### config.mk
export PLATFORM = sky130hd
export DESIGN_NAME = sico_top
export DESIGN_NICKNAME = d
export VERILOG_FILES = /design/src/hw/sico_pkg.sv /design/src/hw/sico_top.sv
export VERILOG_INCLUDE_DIRS = /design/src /design/src/hw
export SDC_FILE = /design/constraint.sdc
export NUM_CORES = 1
export LEC_CHECK = 0
export ABC_AREA = 1
export BUFFER_PORTS_ARGS = -buffer_cell sky130_fd_sc_hd__buf_4
export CORE_MARGIN = 5
export CORE_UTILIZATION = 50
export CTS_CLUSTER_DIAMETER = 100
export DETAILED_ROUTE_END_ITERATION = 16
export GPL_TIMING_DRIVEN = 0
export PLACE_DENSITY = 0.77
export RECOVER_POWER = 25
export SETUP_SLACK_MARGIN = 0.02
export SLEW_MARGIN = 15
export SYNTH_ARGS = -nofsm -noshare
export SYNTH_HDL_FRONTEND = slang
export SYNTH_SLANG_ARGS = --single-unit
### constraint.sdc
create_clock -name core_clk_in -period 6.2 [get_ports core_clk_in]
set_input_delay 1.24 -clock core_clk_in [delete_from_list [all_inputs] [get_ports core_clk_in]]
set_output_delay 1.24 -clock core_clk_in [all_outputs]
set_load 0.1 [all_outputs]
### src/hw/sico_defs.svh
// Purpose: constants of the switch input configuration and supply fault block
// Assumes: 100 MHz core clock
// Notes:   offsets do not exist here; the block has plain configuration ports
`ifndef SICO_DEFS_SVH
`define SICO_DEFS_SVH

// ==========================================================================
// sizes
`define SICO_N_IN          24
`define SICO_N_SINK        10
`define SICO_N_THR         6
`define SICO_THR_W         2
`define SICO_N_WC          15
`define SICO_WC_W          3
`define SICO_IDX_W         5
`define SICO_DIV_W         16

// ==========================================================================
// reset values
`define SICO_EN_RST        24'h000000
`define SICO_SINK_RST      10'h000
`define SICO_THR_RST       12'h000
`define SICO_WC_RST        45'h000000000000

// ==========================================================================
// timing
`define SICO_CLK_NS        10
`define SICO_POLL_STEP_NS  1000
`define SICO_POLL_STEP_CYC ((`SICO_POLL_STEP_NS + `SICO_CLK_NS - 1) / `SICO_CLK_NS)

`endif

### src/hw/sico_pkg.sv
// Purpose: types of the switch input configuration and supply fault block
// Assumes: sico_defs.svh gives the sizes
// Notes:   all state of the top sits in one packed struct
`include "sico_defs.svh"

package sico_pkg;

  // ========================================================================
  // input configuration as loaded from the host side
  typedef struct packed {
    logic [`SICO_N_IN-1:0]              en;
    logic [`SICO_N_SINK-1:0]            sink;
    logic [`SICO_N_THR*`SICO_THR_W-1:0] thr;
    logic [`SICO_N_WC*`SICO_WC_W-1:0]   wc;
  } sico_cfg_type;

  // ========================================================================
  // whole module state
  typedef struct packed {
    logic                               over_s1;
    logic                               over_s2;
    logic                               over_d;
    logic                               cs_s1;
    logic                               cs_s2;
    logic                               cs_d;
    logic                               ck_s1;
    logic                               ck_s2;
    logic                               ck_d;
    logic [`SICO_N_IN-1:0]              sw_s1;
    logic [`SICO_N_IN-1:0]              sw_s2;
    logic                               ck_seen;
    logic                               rd_seen;
    sico_cfg_type                       cfg;
    logic                               live;
    logic                               over_flag;
    logic                               chg_flag;
    logic                               irq_low;
    logic                               oth_flag;
    logic [`SICO_IDX_W-1:0]             idx;
    logic [`SICO_DIV_W-1:0]             div;
    logic [`SICO_N_IN-1:0]              status;
    logic                               chg;
    logic                               first;
    logic [`SICO_N_IN-1:0]              src;
    logic [`SICO_N_IN-1:0]              snk;
    logic [`SICO_N_IN*`SICO_THR_W-1:0]  thr_o;
    logic [`SICO_N_IN*`SICO_WC_W-1:0]   wc_o;
  } sico_state_type;

endpackage

### src/hw/sico_top.sv
// Purpose: input configuration, polling and supply over-voltage handling
// Assumes: SPI decoding lives outside; it reports reads of the interrupt status
// Notes:   open-drain interrupt pin driven low while int_oe_out is high
//
// Contract
// - over-voltage entry turns off every wetting source and sink, halts monitoring.
// - over-voltage entry pulls interrupt pin low and sets event flag.
// - live over-voltage status reads 1 while over-voltage is present.
// - other-interrupt flag is reported in every SPI frame during over-voltage.
// - chip-select rise releases pin and clears status, only if status was read.
// - during over-voltage SPI works and all registers and switch status stay.
// - over-voltage stays until supply below threshold minus hysteresis; no repeat interrupt.
// - over-voltage exit pulls pin low, sets event flag, clears live status.
// - after recovery polling resumes from lowest enabled input with current settings.
// - first poll cycle after recovery raises switch change, becomes the baseline.
// - open or closed state of inputs 0 to 23 is reported.
// - thresholds shared by groups of four, wetting currents by listed pairs.
// - inputs 10 to 23 always use a current source.
// - inputs 0 to 9 use a sink when select bit is 1, else source.
// - after reset inputs 0 to 9 default to current source.
// - enable bit 0 turns input's currents off and stops its monitoring.
// - reset clears every input enable bit.
// - run bit 1 activates wetting currents and starts monitoring.
// - configuration is read-only while monitoring runs.
module sico_top
  import sico_pkg::*;
#(
  parameter int POLL_CYC = `SICO_POLL_STEP_CYC
) (
  input  wire logic                               core_clk_in,
  input  wire logic                               rst_b_in,
  input  wire logic                               over_cmp_in,
  input  wire logic                               cs_b_in,
  input  wire logic                               sclk_in,
  input  wire logic                               int_stat_read_in,
  input  wire logic                               run_in,
  input  wire logic                               cfg_load_in,
  input  wire sico_cfg_type                       cfg_in,
  input  wire logic [`SICO_N_IN-1:0]              switch_input_pin_in,
  output logic [`SICO_N_IN-1:0]                   switch_status_out,
  output logic                                    overvoltage_live_status_out,
  output logic                                    overvoltage_event_flag_out,
  output logic                                    switch_change_interrupt_out,
  output logic                                    other_interrupt_spi_flag_out,
  output logic                                    int_b_out,
  output logic                                    int_oe_out,
  output logic [`SICO_N_IN-1:0]                   src_en_out,
  output logic [`SICO_N_IN-1:0]                   sink_en_out,
  output logic [`SICO_N_IN*`SICO_THR_W-1:0]       comparator_threshold_group_out,
  output logic [`SICO_N_IN*`SICO_WC_W-1:0]        wetting_current_setting_out
);

  // ==========================================================================
  // functions

  // shared wetting current slot of an input
  function automatic logic [3:0] wc_slot(input int i);
    logic [3:0] s;
    s = 4'h0;
    unique case (i)
      0, 1:   s = 4'h0;
      2, 3:   s = 4'h1;
      4:      s = 4'h2;
      5:      s = 4'h3;
      6, 7:   s = 4'h4;
      8, 9:   s = 4'h5;
      10:     s = 4'h6;
      11:     s = 4'h7;
      12, 13: s = 4'h8;
      14, 15: s = 4'h9;
      16, 17: s = 4'hA;
      18, 19: s = 4'hB;
      20, 21: s = 4'hC;
      22:     s = 4'hD;
      default: s = 4'hE;
    endcase
    return s;
  endfunction

  // lowest enabled input, zero when none is enabled
  function automatic logic [`SICO_IDX_W-1:0] first_en(input logic [`SICO_N_IN-1:0] en);
    logic [`SICO_IDX_W-1:0] r;
    r = '0;
    for (int i = `SICO_N_IN - 1; i >= 0; i--) begin
      if (en[i]) begin
        r = `SICO_IDX_W'(i);
      end
    end
    return r;
  endfunction

  // next enabled input above idx; msb says one was found
  function automatic logic [`SICO_IDX_W:0] next_en(input logic [`SICO_N_IN-1:0] en,
                                                   input logic [`SICO_IDX_W-1:0] idx);
    logic [`SICO_IDX_W:0] r;
    r = '0;
    for (int i = `SICO_N_IN - 1; i >= 0; i--) begin
      if (en[i] && (i > int'(idx))) begin
        r = {1'b1, `SICO_IDX_W'(i)};
      end
    end
    return r;
  endfunction

  // ==========================================================================
  // state

  sico_state_type st_ff;
  sico_state_type nxt_st;

  logic                   over_enter;
  logic                   over_leave;
  logic                   cs_rise;
  logic                   cs_fall;
  logic                   ck_first;
  logic                   clr_stat;
  logic                   mon_on;
  logic                   tick;
  logic                   cyc_end;
  logic [`SICO_IDX_W:0]   nxt_idx;

  always_comb begin
    nxt_st = st_ff;
    // two-flop synchronisers on the comparator, chip-select, sclk and switch pins
    nxt_st.over_s1 = over_cmp_in;
    nxt_st.over_s2 = st_ff.over_s1;
    nxt_st.over_d  = st_ff.over_s2;
    nxt_st.cs_s1   = cs_b_in;
    nxt_st.cs_s2   = st_ff.cs_s1;
    nxt_st.cs_d    = st_ff.cs_s2;
    nxt_st.ck_s1   = sclk_in;
    nxt_st.ck_s2   = st_ff.ck_s1;
    nxt_st.ck_d    = st_ff.ck_s2;
    nxt_st.sw_s1   = switch_input_pin_in;
    nxt_st.sw_s2   = st_ff.sw_s1;

    // comparator already holds the hysteresis, so only its levels matter
    over_enter = st_ff.over_s2 & ~st_ff.over_d;
    over_leave = ~st_ff.over_s2 & st_ff.over_d;
    cs_rise    = st_ff.cs_s2 & ~st_ff.cs_d;
    cs_fall    = ~st_ff.cs_s2 & st_ff.cs_d;
    ck_first   = st_ff.ck_s2 & ~st_ff.ck_d & ~st_ff.cs_s2 & ~st_ff.ck_seen;
    clr_stat   = cs_rise & st_ff.rd_seen;

    // ========================================================================
    // configuration, locked while monitoring runs
    if (cfg_load_in && !run_in) begin
      nxt_st.cfg = cfg_in;
    end

    // ========================================================================
    // polling
    mon_on  = run_in & ~st_ff.over_s2;
    tick    = 1'b0;
    cyc_end = 1'b0;
    nxt_idx = next_en(st_ff.cfg.en, st_ff.idx);
    if (!mon_on) begin
      // restart from the lowest enabled input; status is left untouched
      nxt_st.div = '0;
      nxt_st.idx = first_en(st_ff.cfg.en);
      nxt_st.chg = 1'b0;
    end else if (st_ff.div == `SICO_DIV_W'(POLL_CYC - 1)) begin
      nxt_st.div = '0;
      tick = 1'b1;
    end else begin
      nxt_st.div = st_ff.div + `SICO_DIV_W'(1);
    end
    if (tick) begin
      if (st_ff.cfg.en[st_ff.idx]) begin
        nxt_st.status[st_ff.idx] = st_ff.sw_s2[st_ff.idx];
        if (st_ff.status[st_ff.idx] != st_ff.sw_s2[st_ff.idx]) begin
          nxt_st.chg = 1'b1;
        end
      end
      if (nxt_idx[`SICO_IDX_W]) begin
        nxt_st.idx = nxt_idx[`SICO_IDX_W-1:0];
      end else begin
        cyc_end = 1'b1;
        nxt_st.idx = first_en(st_ff.cfg.en);
        nxt_st.chg = 1'b0;
        nxt_st.first = 1'b0;
      end
    end
    if (over_leave) begin
      nxt_st.first = 1'b1;
    end

    // ========================================================================
    // interrupt status; a new event beats a clear in the same cycle
    nxt_st.live = st_ff.over_s2;
    nxt_st.over_flag = (over_enter | over_leave) | (st_ff.over_flag & ~clr_stat);
    // the first cycle after recovery always reports, and is the new baseline
    nxt_st.chg_flag = (cyc_end & (st_ff.chg | nxt_st.status != st_ff.status | st_ff.first))
                      | (st_ff.chg_flag & ~clr_stat);
    nxt_st.irq_low = over_enter | over_leave | (cyc_end & (st_ff.chg | st_ff.first
                      | nxt_st.status != st_ff.status))
                      | (st_ff.irq_low & ~clr_stat);
    if (cs_fall || cs_rise) begin
      nxt_st.rd_seen = 1'b0;
    end else if (int_stat_read_in && !st_ff.cs_s2) begin
      nxt_st.rd_seen = 1'b1;
    end

    // frame flag is taken at the first clock edge of each frame
    if (cs_fall) begin
      nxt_st.ck_seen = 1'b0;
    end else if (ck_first) begin
      nxt_st.ck_seen = 1'b1;
      nxt_st.oth_flag = st_ff.live | st_ff.over_flag;
    end

    // ========================================================================
    // current steering and shared settings per input
    for (int i = 0; i < `SICO_N_IN; i++) begin
      if (i < `SICO_N_SINK) begin
        nxt_st.snk[i] = mon_on & st_ff.cfg.en[i] & st_ff.cfg.sink[i];
        nxt_st.src[i] = mon_on & st_ff.cfg.en[i] & ~st_ff.cfg.sink[i];
      end else begin
        nxt_st.snk[i] = 1'b0;
        nxt_st.src[i] = mon_on & st_ff.cfg.en[i];
      end
      nxt_st.thr_o[i*`SICO_THR_W +: `SICO_THR_W] =
        st_ff.cfg.thr[(i/4)*`SICO_THR_W +: `SICO_THR_W];
      nxt_st.wc_o[i*`SICO_WC_W +: `SICO_WC_W] =
        st_ff.cfg.wc[int'(wc_slot(i))*`SICO_WC_W +: `SICO_WC_W];
    end
  end

  // ==========================================================================
  // registers; reset empties the enable mask and selects sources
  always_ff @(posedge core_clk_in) begin
    if (!rst_b_in) begin
      st_ff <= '0;
      st_ff.cfg.en <= `SICO_EN_RST;
      st_ff.cfg.sink <= `SICO_SINK_RST;
      st_ff.cfg.thr <= `SICO_THR_RST;
      st_ff.cfg.wc <= `SICO_WC_RST;
      st_ff.cs_s1 <= 1'b1;
      st_ff.cs_s2 <= 1'b1;
      st_ff.cs_d <= 1'b1;
    end else begin
      st_ff <= nxt_st;
    end
  end

  // ==========================================================================
  // outputs
  assign switch_status_out              = st_ff.status;
  assign overvoltage_live_status_out    = st_ff.live;
  assign overvoltage_event_flag_out     = st_ff.over_flag;
  assign switch_change_interrupt_out    = st_ff.chg_flag;
  assign other_interrupt_spi_flag_out   = st_ff.oth_flag;
  assign int_b_out                      = 1'b0 & st_ff.irq_low;
  assign int_oe_out                     = st_ff.irq_low;
  assign src_en_out                     = st_ff.src;
  assign sink_en_out                    = st_ff.snk;
  assign comparator_threshold_group_out = st_ff.thr_o;
  assign wetting_current_setting_out    = st_ff.wc_o;

  // ==========================================================================
  // checks
  currents_off_a: assert property (@(posedge core_clk_in) disable iff (!rst_b_in)
    st_ff.over_s2 |=> (src_en_out == '0) && (sink_en_out == '0))
    else $error("currents on during over-voltage");
  entry_irq_a: assert property (@(posedge core_clk_in) disable iff (!rst_b_in)
    over_enter |=> overvoltage_event_flag_out && int_oe_out)
    else $error("no interrupt on over-voltage entry");
  live_high_a: assert property (@(posedge core_clk_in) disable iff (!rst_b_in)
    st_ff.over_s2 ##1 st_ff.over_s2 |-> overvoltage_live_status_out)
    else $error("live status low during over-voltage");
  frame_flag_a: assert property (@(posedge core_clk_in) disable iff (!rst_b_in)
    ck_first && overvoltage_live_status_out |=> other_interrupt_spi_flag_out)
    else $error("frame flag missing during over-voltage");
  read_release_a: assert property (@(posedge core_clk_in) disable iff (!rst_b_in)
    clr_stat && !over_enter && !over_leave && !cyc_end
      |=> !int_oe_out && !overvoltage_event_flag_out)
    else $error("interrupt not released after status read");
  hold_status_a: assert property (@(posedge core_clk_in) disable iff (!rst_b_in)
    st_ff.over_s2 |=> $stable(switch_status_out))
    else $error("switch status changed during over-voltage");
  exit_irq_a: assert property (@(posedge core_clk_in) disable iff (!rst_b_in)
    over_leave |=> overvoltage_event_flag_out && int_oe_out
      && !overvoltage_live_status_out)
    else $error("no interrupt on over-voltage exit");
  restart_index_a: assert property (@(posedge core_clk_in) disable iff (!rst_b_in)
    !mon_on |=> st_ff.idx == first_en($past(st_ff.cfg.en)))
    else $error("polling does not restart at lowest enabled input");
  source_only_a: assert property (@(posedge core_clk_in) disable iff (!rst_b_in)
    sink_en_out[`SICO_N_IN-1:`SICO_N_SINK] == '0)
    else $error("sink enabled on a source-only input");
  disabled_off_a: assert property (@(posedge core_clk_in) disable iff (!rst_b_in)
    ((src_en_out | sink_en_out) & ~st_ff.cfg.en) == '0)
    else $error("current on a disabled input");
  enable_reset_a: assert property (@(posedge core_clk_in)
    !rst_b_in |=> st_ff.cfg.en == '0 && st_ff.cfg.sink == '0)
    else $error("enable mask not cleared by reset");
  cfg_locked_a: assert property (@(posedge core_clk_in) disable iff (!rst_b_in)
    run_in |=> $stable(st_ff.cfg))
    else $error("configuration changed while running");

  // ==========================================================================
  // checks on sharing, steering and recovery
  // only the end groups are spot-checked; every input goes through the same loop
  thr_group_a: assert property (@(posedge core_clk_in) disable iff (!rst_b_in)
    comparator_threshold_group_out[4*`SICO_THR_W-1:0]
      == {4{$past(st_ff.cfg.thr[`SICO_THR_W-1:0])}})
    else $error("first threshold group not shared by four inputs");
  thr_last_a: assert property (@(posedge core_clk_in) disable iff (!rst_b_in)
    comparator_threshold_group_out[`SICO_N_IN*`SICO_THR_W-1:(`SICO_N_IN-4)*`SICO_THR_W]
      == {4{$past(st_ff.cfg.thr[`SICO_N_THR*`SICO_THR_W-1:(`SICO_N_THR-1)*`SICO_THR_W])}})
    else $error("last threshold group not shared by four inputs");
  wc_pair_a: assert property (@(posedge core_clk_in) disable iff (!rst_b_in)
    wetting_current_setting_out[2*`SICO_WC_W-1:0]
      == {2{$past(st_ff.cfg.wc[`SICO_WC_W-1:0])}})
    else $error("first wetting current pair not shared");
  wc_single_a: assert property (@(posedge core_clk_in) disable iff (!rst_b_in)
    wetting_current_setting_out[`SICO_N_IN*`SICO_WC_W-1:(`SICO_N_IN-1)*`SICO_WC_W]
      == $past(st_ff.cfg.wc[`SICO_N_WC*`SICO_WC_W-1:(`SICO_N_WC-1)*`SICO_WC_W]))
    else $error("last input does not own its wetting current");
  sink_select_a: assert property (@(posedge core_clk_in) disable iff (!rst_b_in)
    mon_on |=> sink_en_out[`SICO_N_SINK-1:0]
      == ($past(st_ff.cfg.en[`SICO_N_SINK-1:0]) & $past(st_ff.cfg.sink)))
    else $error("sink enables do not follow the select bits");
  run_steer_a: assert property (@(posedge core_clk_in) disable iff (!rst_b_in)
    mon_on |=> (src_en_out | sink_en_out) == $past(st_ff.cfg.en))
    else $error("enabled inputs not driven while running");
  reset_source_a: assert property (@(posedge core_clk_in)
    !rst_b_in |=> sink_en_out == '0)
    else $error("sinks active after reset");
  sample_input_a: assert property (@(posedge core_clk_in) disable iff (!rst_b_in)
    tick && st_ff.cfg.en[st_ff.idx]
      |=> switch_status_out[$past(st_ff.idx)] == $past(st_ff.sw_s2[st_ff.idx]))
    else $error("polled input status not stored");
  first_cycle_a: assert property (@(posedge core_clk_in) disable iff (!rst_b_in)
    cyc_end && st_ff.first |=> switch_change_interrupt_out && int_oe_out)
    else $error("no change interrupt after first cycle of recovery");
  no_repeat_a: assert property (@(posedge core_clk_in) disable iff (!rst_b_in)
    clr_stat && st_ff.over_s2 && st_ff.over_d
      |=> !overvoltage_event_flag_out && !int_oe_out)
    else $error("over-voltage interrupt repeated while level stays");
  hold_irq_a: assert property (@(posedge core_clk_in) disable iff (!rst_b_in)
    cs_rise && !st_ff.rd_seen && int_oe_out |=> int_oe_out)
    else $error("interrupt released without a status read");
  sync_depth_a: assert property (@(posedge core_clk_in) disable iff (!rst_b_in)
    over_enter |-> $past(over_cmp_in, 2) && !$past(over_cmp_in, 3))
    else $error("over-voltage entry not taken from the synchronised pin");

endmodule

==> results.md <==
### Clock network
- 0.55 ns — insertion delay to the later sink of the worst-skew pair
- 0 — postcts setup bufs
- 30 — Inserted Clock Buffers
- 0 — total of hold buffers inserted after clock tree synthesis
- 1 — CTS H-tree depth
- done — CTS tree
- 3 — Bufs on Longest Clock Path
- 0.06 ns — Clock Pin Slew Worst Setup and Hold Paths
- 292 — clock sink count
- clkbuf_16 — clock root cell
- 0 — number of instances resized during post-cts repair

### Synthesis
- dfxtp_1 — most used flip-flop cell after synthesis
- dfxtp_1 (292), nand2_1 (291), nor2_1 (274) — Post-synth top cells
- dfxtp_1 (45%), buf_4 (11%), nand2_1 (8.4%), nor2_1 (7.9%), inv_1 (6.3%) — dominant cells by area after synthesis
- 0.450 — top cell type's share of synthesized area
- 1734 — Post-Syn Instances
- dfxtp_1 — most frequently used cell type in the post-synthesis netlist
- 48 — count of different cell masters after synthesis
- 0 — number of enable flip-flop cells after synthesis
- dfxtp_1 — post-synthesis cell type with the largest combined area
- 0 — fraction of registers with async set/reset
- 7.49 µm² — average size of a mapped cell
- 0 — Warnings, synthesis
- 0.450 — post-synthesis sequential area ratio
- 13000 µm² — Post-Synthesis Cell Area
- 292 — flip-flop and latch count after synthesis

### GRT
- 0.245 — GRT Resource Usage Total
- 0 — total global routing overflow
- 11000 — vias in the first global route
- 2 — number of antenna violations at the first check in global routing
- 15 — largest net degree at the start of global routing
- 57400 µm — first-pass GRT wire length

### Placement
- 2.45 ns — pre-CTS setup slack
- 0.934 — final estimated routing congestion in global placement
- 305 — number of input and output port buffers inserted
- 2388 — total placed cells including tap cells
- 15700 µm² — Post-DP Area
- 28400 µm — Final HPWL DP

### Worst setup path
- 10 — Max Fanout on Critical Path
- clkbuf_4, inv_1, nor2_1, inv_1, nor2_1, nand3_2, buf_12, nor2_4, nand2_1, o21ai_1, nor2_1, nor2_1, nand2_1, nor2_1, nand3_1, nand2_1, a21oi_1 — list of cells traversed by the critical path
- 16 — depth of the worst register-to-register path
- nor2_1 — Crit path top cell by count
- simple AND/OR/NAND/NOR gates — Crit path max-delay family
- 4 — critical path buffer and inverter count
- primary input — Startpoint Class
- int_oe_out$_SDFF_PN0_ — worst flop-to-flop path endpoint
- nor2_1 — CP max stage cell
- 0.43 ns — CP peak stage delay
- st_ff[213]$_SDFFE_PN0P_ — reg-to-reg critical path startpoint
- flop — nature of the critical path endpoint
- 6.60 ns — required arrival time at the worst endpoint
- 3.70 ns — arrival time of the worst setup path
- 2.91 ns — flop-to-flop setup slack
- in2reg — type of the worst setup path

### STA
- 0 — pins over their slew limit
- 0 — Fin. Hold Viols
- 0.533 — post-route fraction of the period consumed by the critical path
- 0 — setup violators final
- 2.90 ns — Worst Slack Setup Final
- 303 MHz — Highest Clock Rate
- 1.21 ns — slew at the pin with the worst max-slew slack
- 0.405 ns — worst hold-check slack
- 3.30 ns — fin crit period
- no — setup repair after global routing missed its margin
- 0.197 — Max-slew headroom
- 0.0158 ns — worst-case clock skew
- 0 ns — final total negative setup slack

### Layout
- 0.290 — fraction of final layout cells with drive strength greater than 1
- 29.3% — Area growth syn-to-layout
- 0.650 — share of the core filled with cells in the final layout
- 16800 µm² — cell area after layout
- 2443 — final standard cell count with taps included and fillers excluded
- 2212 — number of nets at the end of the flow

### Flow run
- 0 — max cap viols

### Floorplan
- 171 µm — Die X-Extent
- 171 µm — die extent in y
- 59 — Core Rows
- 29300 µm² — Die Outline Area
- 0.503 — starting utilization of the core area
- 321 — I/O pin cnt
- 25800 µm² — area of the core

### Power and ir drop
- 0.247 mV — highest ir drop seen on vdd
- 8.56 nW — leakage power
- 287 nW/µm² — power per unit of standard cell area
- 4.83 mW — total power draw

### Outcome
- finished, final reports clean — status

### Hold path
- reg2reg — Worst Hold Class
- nxt_st[316]$_SDFF_PN0_ — launch instance of the worst min-delay path
- st_ff[316]$_SDFF_PN0_ — worst hold endpoint
- 2 — number of cells on the worst hold path

### Detailed routing
- 4.81 — Via density
- 7 — Initial DRT Pass Iterations
- 11700 — total via count in the routed design
- 0 — number of remaining DRC errors
- 0 — number of antenna-violating nets in the routed design
- 36900 µm — Routed WL
- 15.1 µm — routed wirelength normalized by instance count
- 929 — number of DRC markers after the initial detailed-route iteration

## how the worst max path moves through the flow
stage / start / end / slack [ns] / cells after the start
after global routing: run_in / int_oe_out$_SDFF_PN0_ / 2.77 / 17
after global placement: run_in / switch_change_interrupt_out$_SDFF_PN0_ / 2.46 / 17
after detailed placement: run_in / int_oe_out$_SDFF_PN0_ / 2.45 / 17
after floorplan: run_in / int_oe_out$_SDFF_PN0_ / 3.30 / 16
after CTS: run_in / int_oe_out$_SDFF_PN0_ / 3.02 / 17
final: run_in / int_oe_out$_SDFF_PN0_ / 2.90 / 17
## state kept, by name, indices dropped and copies added, names as in the netlist
register                        cells
nxt_st                             87
comparator_threshold_group_out     12
sink_en_out                        10
switch_status_out                  24
overvoltage_event_flag_out          1
st_ff                              85
wetting_current_setting_out        45
int_oe_out                          1
overvoltage_live_status_out         1
switch_change_interrupt_out         1
other_interrupt_spi_flag_out        1
src_en_out                         24
## cell type report
type                       count  area [µm²]
clock buffer                  39         836
tap                          335         419
multi-input combinational    975        4540
buffer                       257        1790
fill                        2267        9040
clock inverter                15         239
inverter                     224         848
sequential                   292        5850
timing repair buffer         305        2270
antenna                        1        2.50
## power by group
group	total, mW	switching, mW	internal [mW]
registers	2.00	0.0463	1.96
clock network	1.94	0.738	1.20
logic	0.887	0.630	0.257
## cells in the final DEF (no fill, tap or decap), drive strengths merged
master    count
diode         1
nor3         29
conb         15
o31ai         2
clkinv        9
xor2          3
ha            4
a22oi        18
bufinv        6
clkbuf       96
inv         223
nand3b        8
nand2       300
dfxtp       292
nor4          6
xnor2         1
a221oi        2
clkinvlp      1
o21ai       140
a21oi        49
o22ai        12
buf         505
o21bai        1
nand4        15
a31oi         5
a211oi        8
a21boi        1
nor2        298
or2           5
nand3        47
a311oi        1
nor3b         5
## metal layers
layer	up-vias	part of all wire	track usage
met4	0	0.028	0.0734
met2	424	0.47	0.413
met1	5342	0.43	0.326
li1	5907	-	-
met3	69	0.071	0.0351
met5	-	0	0
## worst min-delay path, stage by stage (launching register included)
cell and delay, ns:
dfxtp_1 0.30, nand2_1 0.04, inv_1 0.04
## logic make-up after synthesis
kind of cell	share of synthesized area
buf+inv	0.204
compound gates	0.102
xor+xnor	0.00270
simple gates	0.237
flops	0.450
other cells	0.000289
fa+ha+maj	0.00385
(Power assumes the default switching activity.)
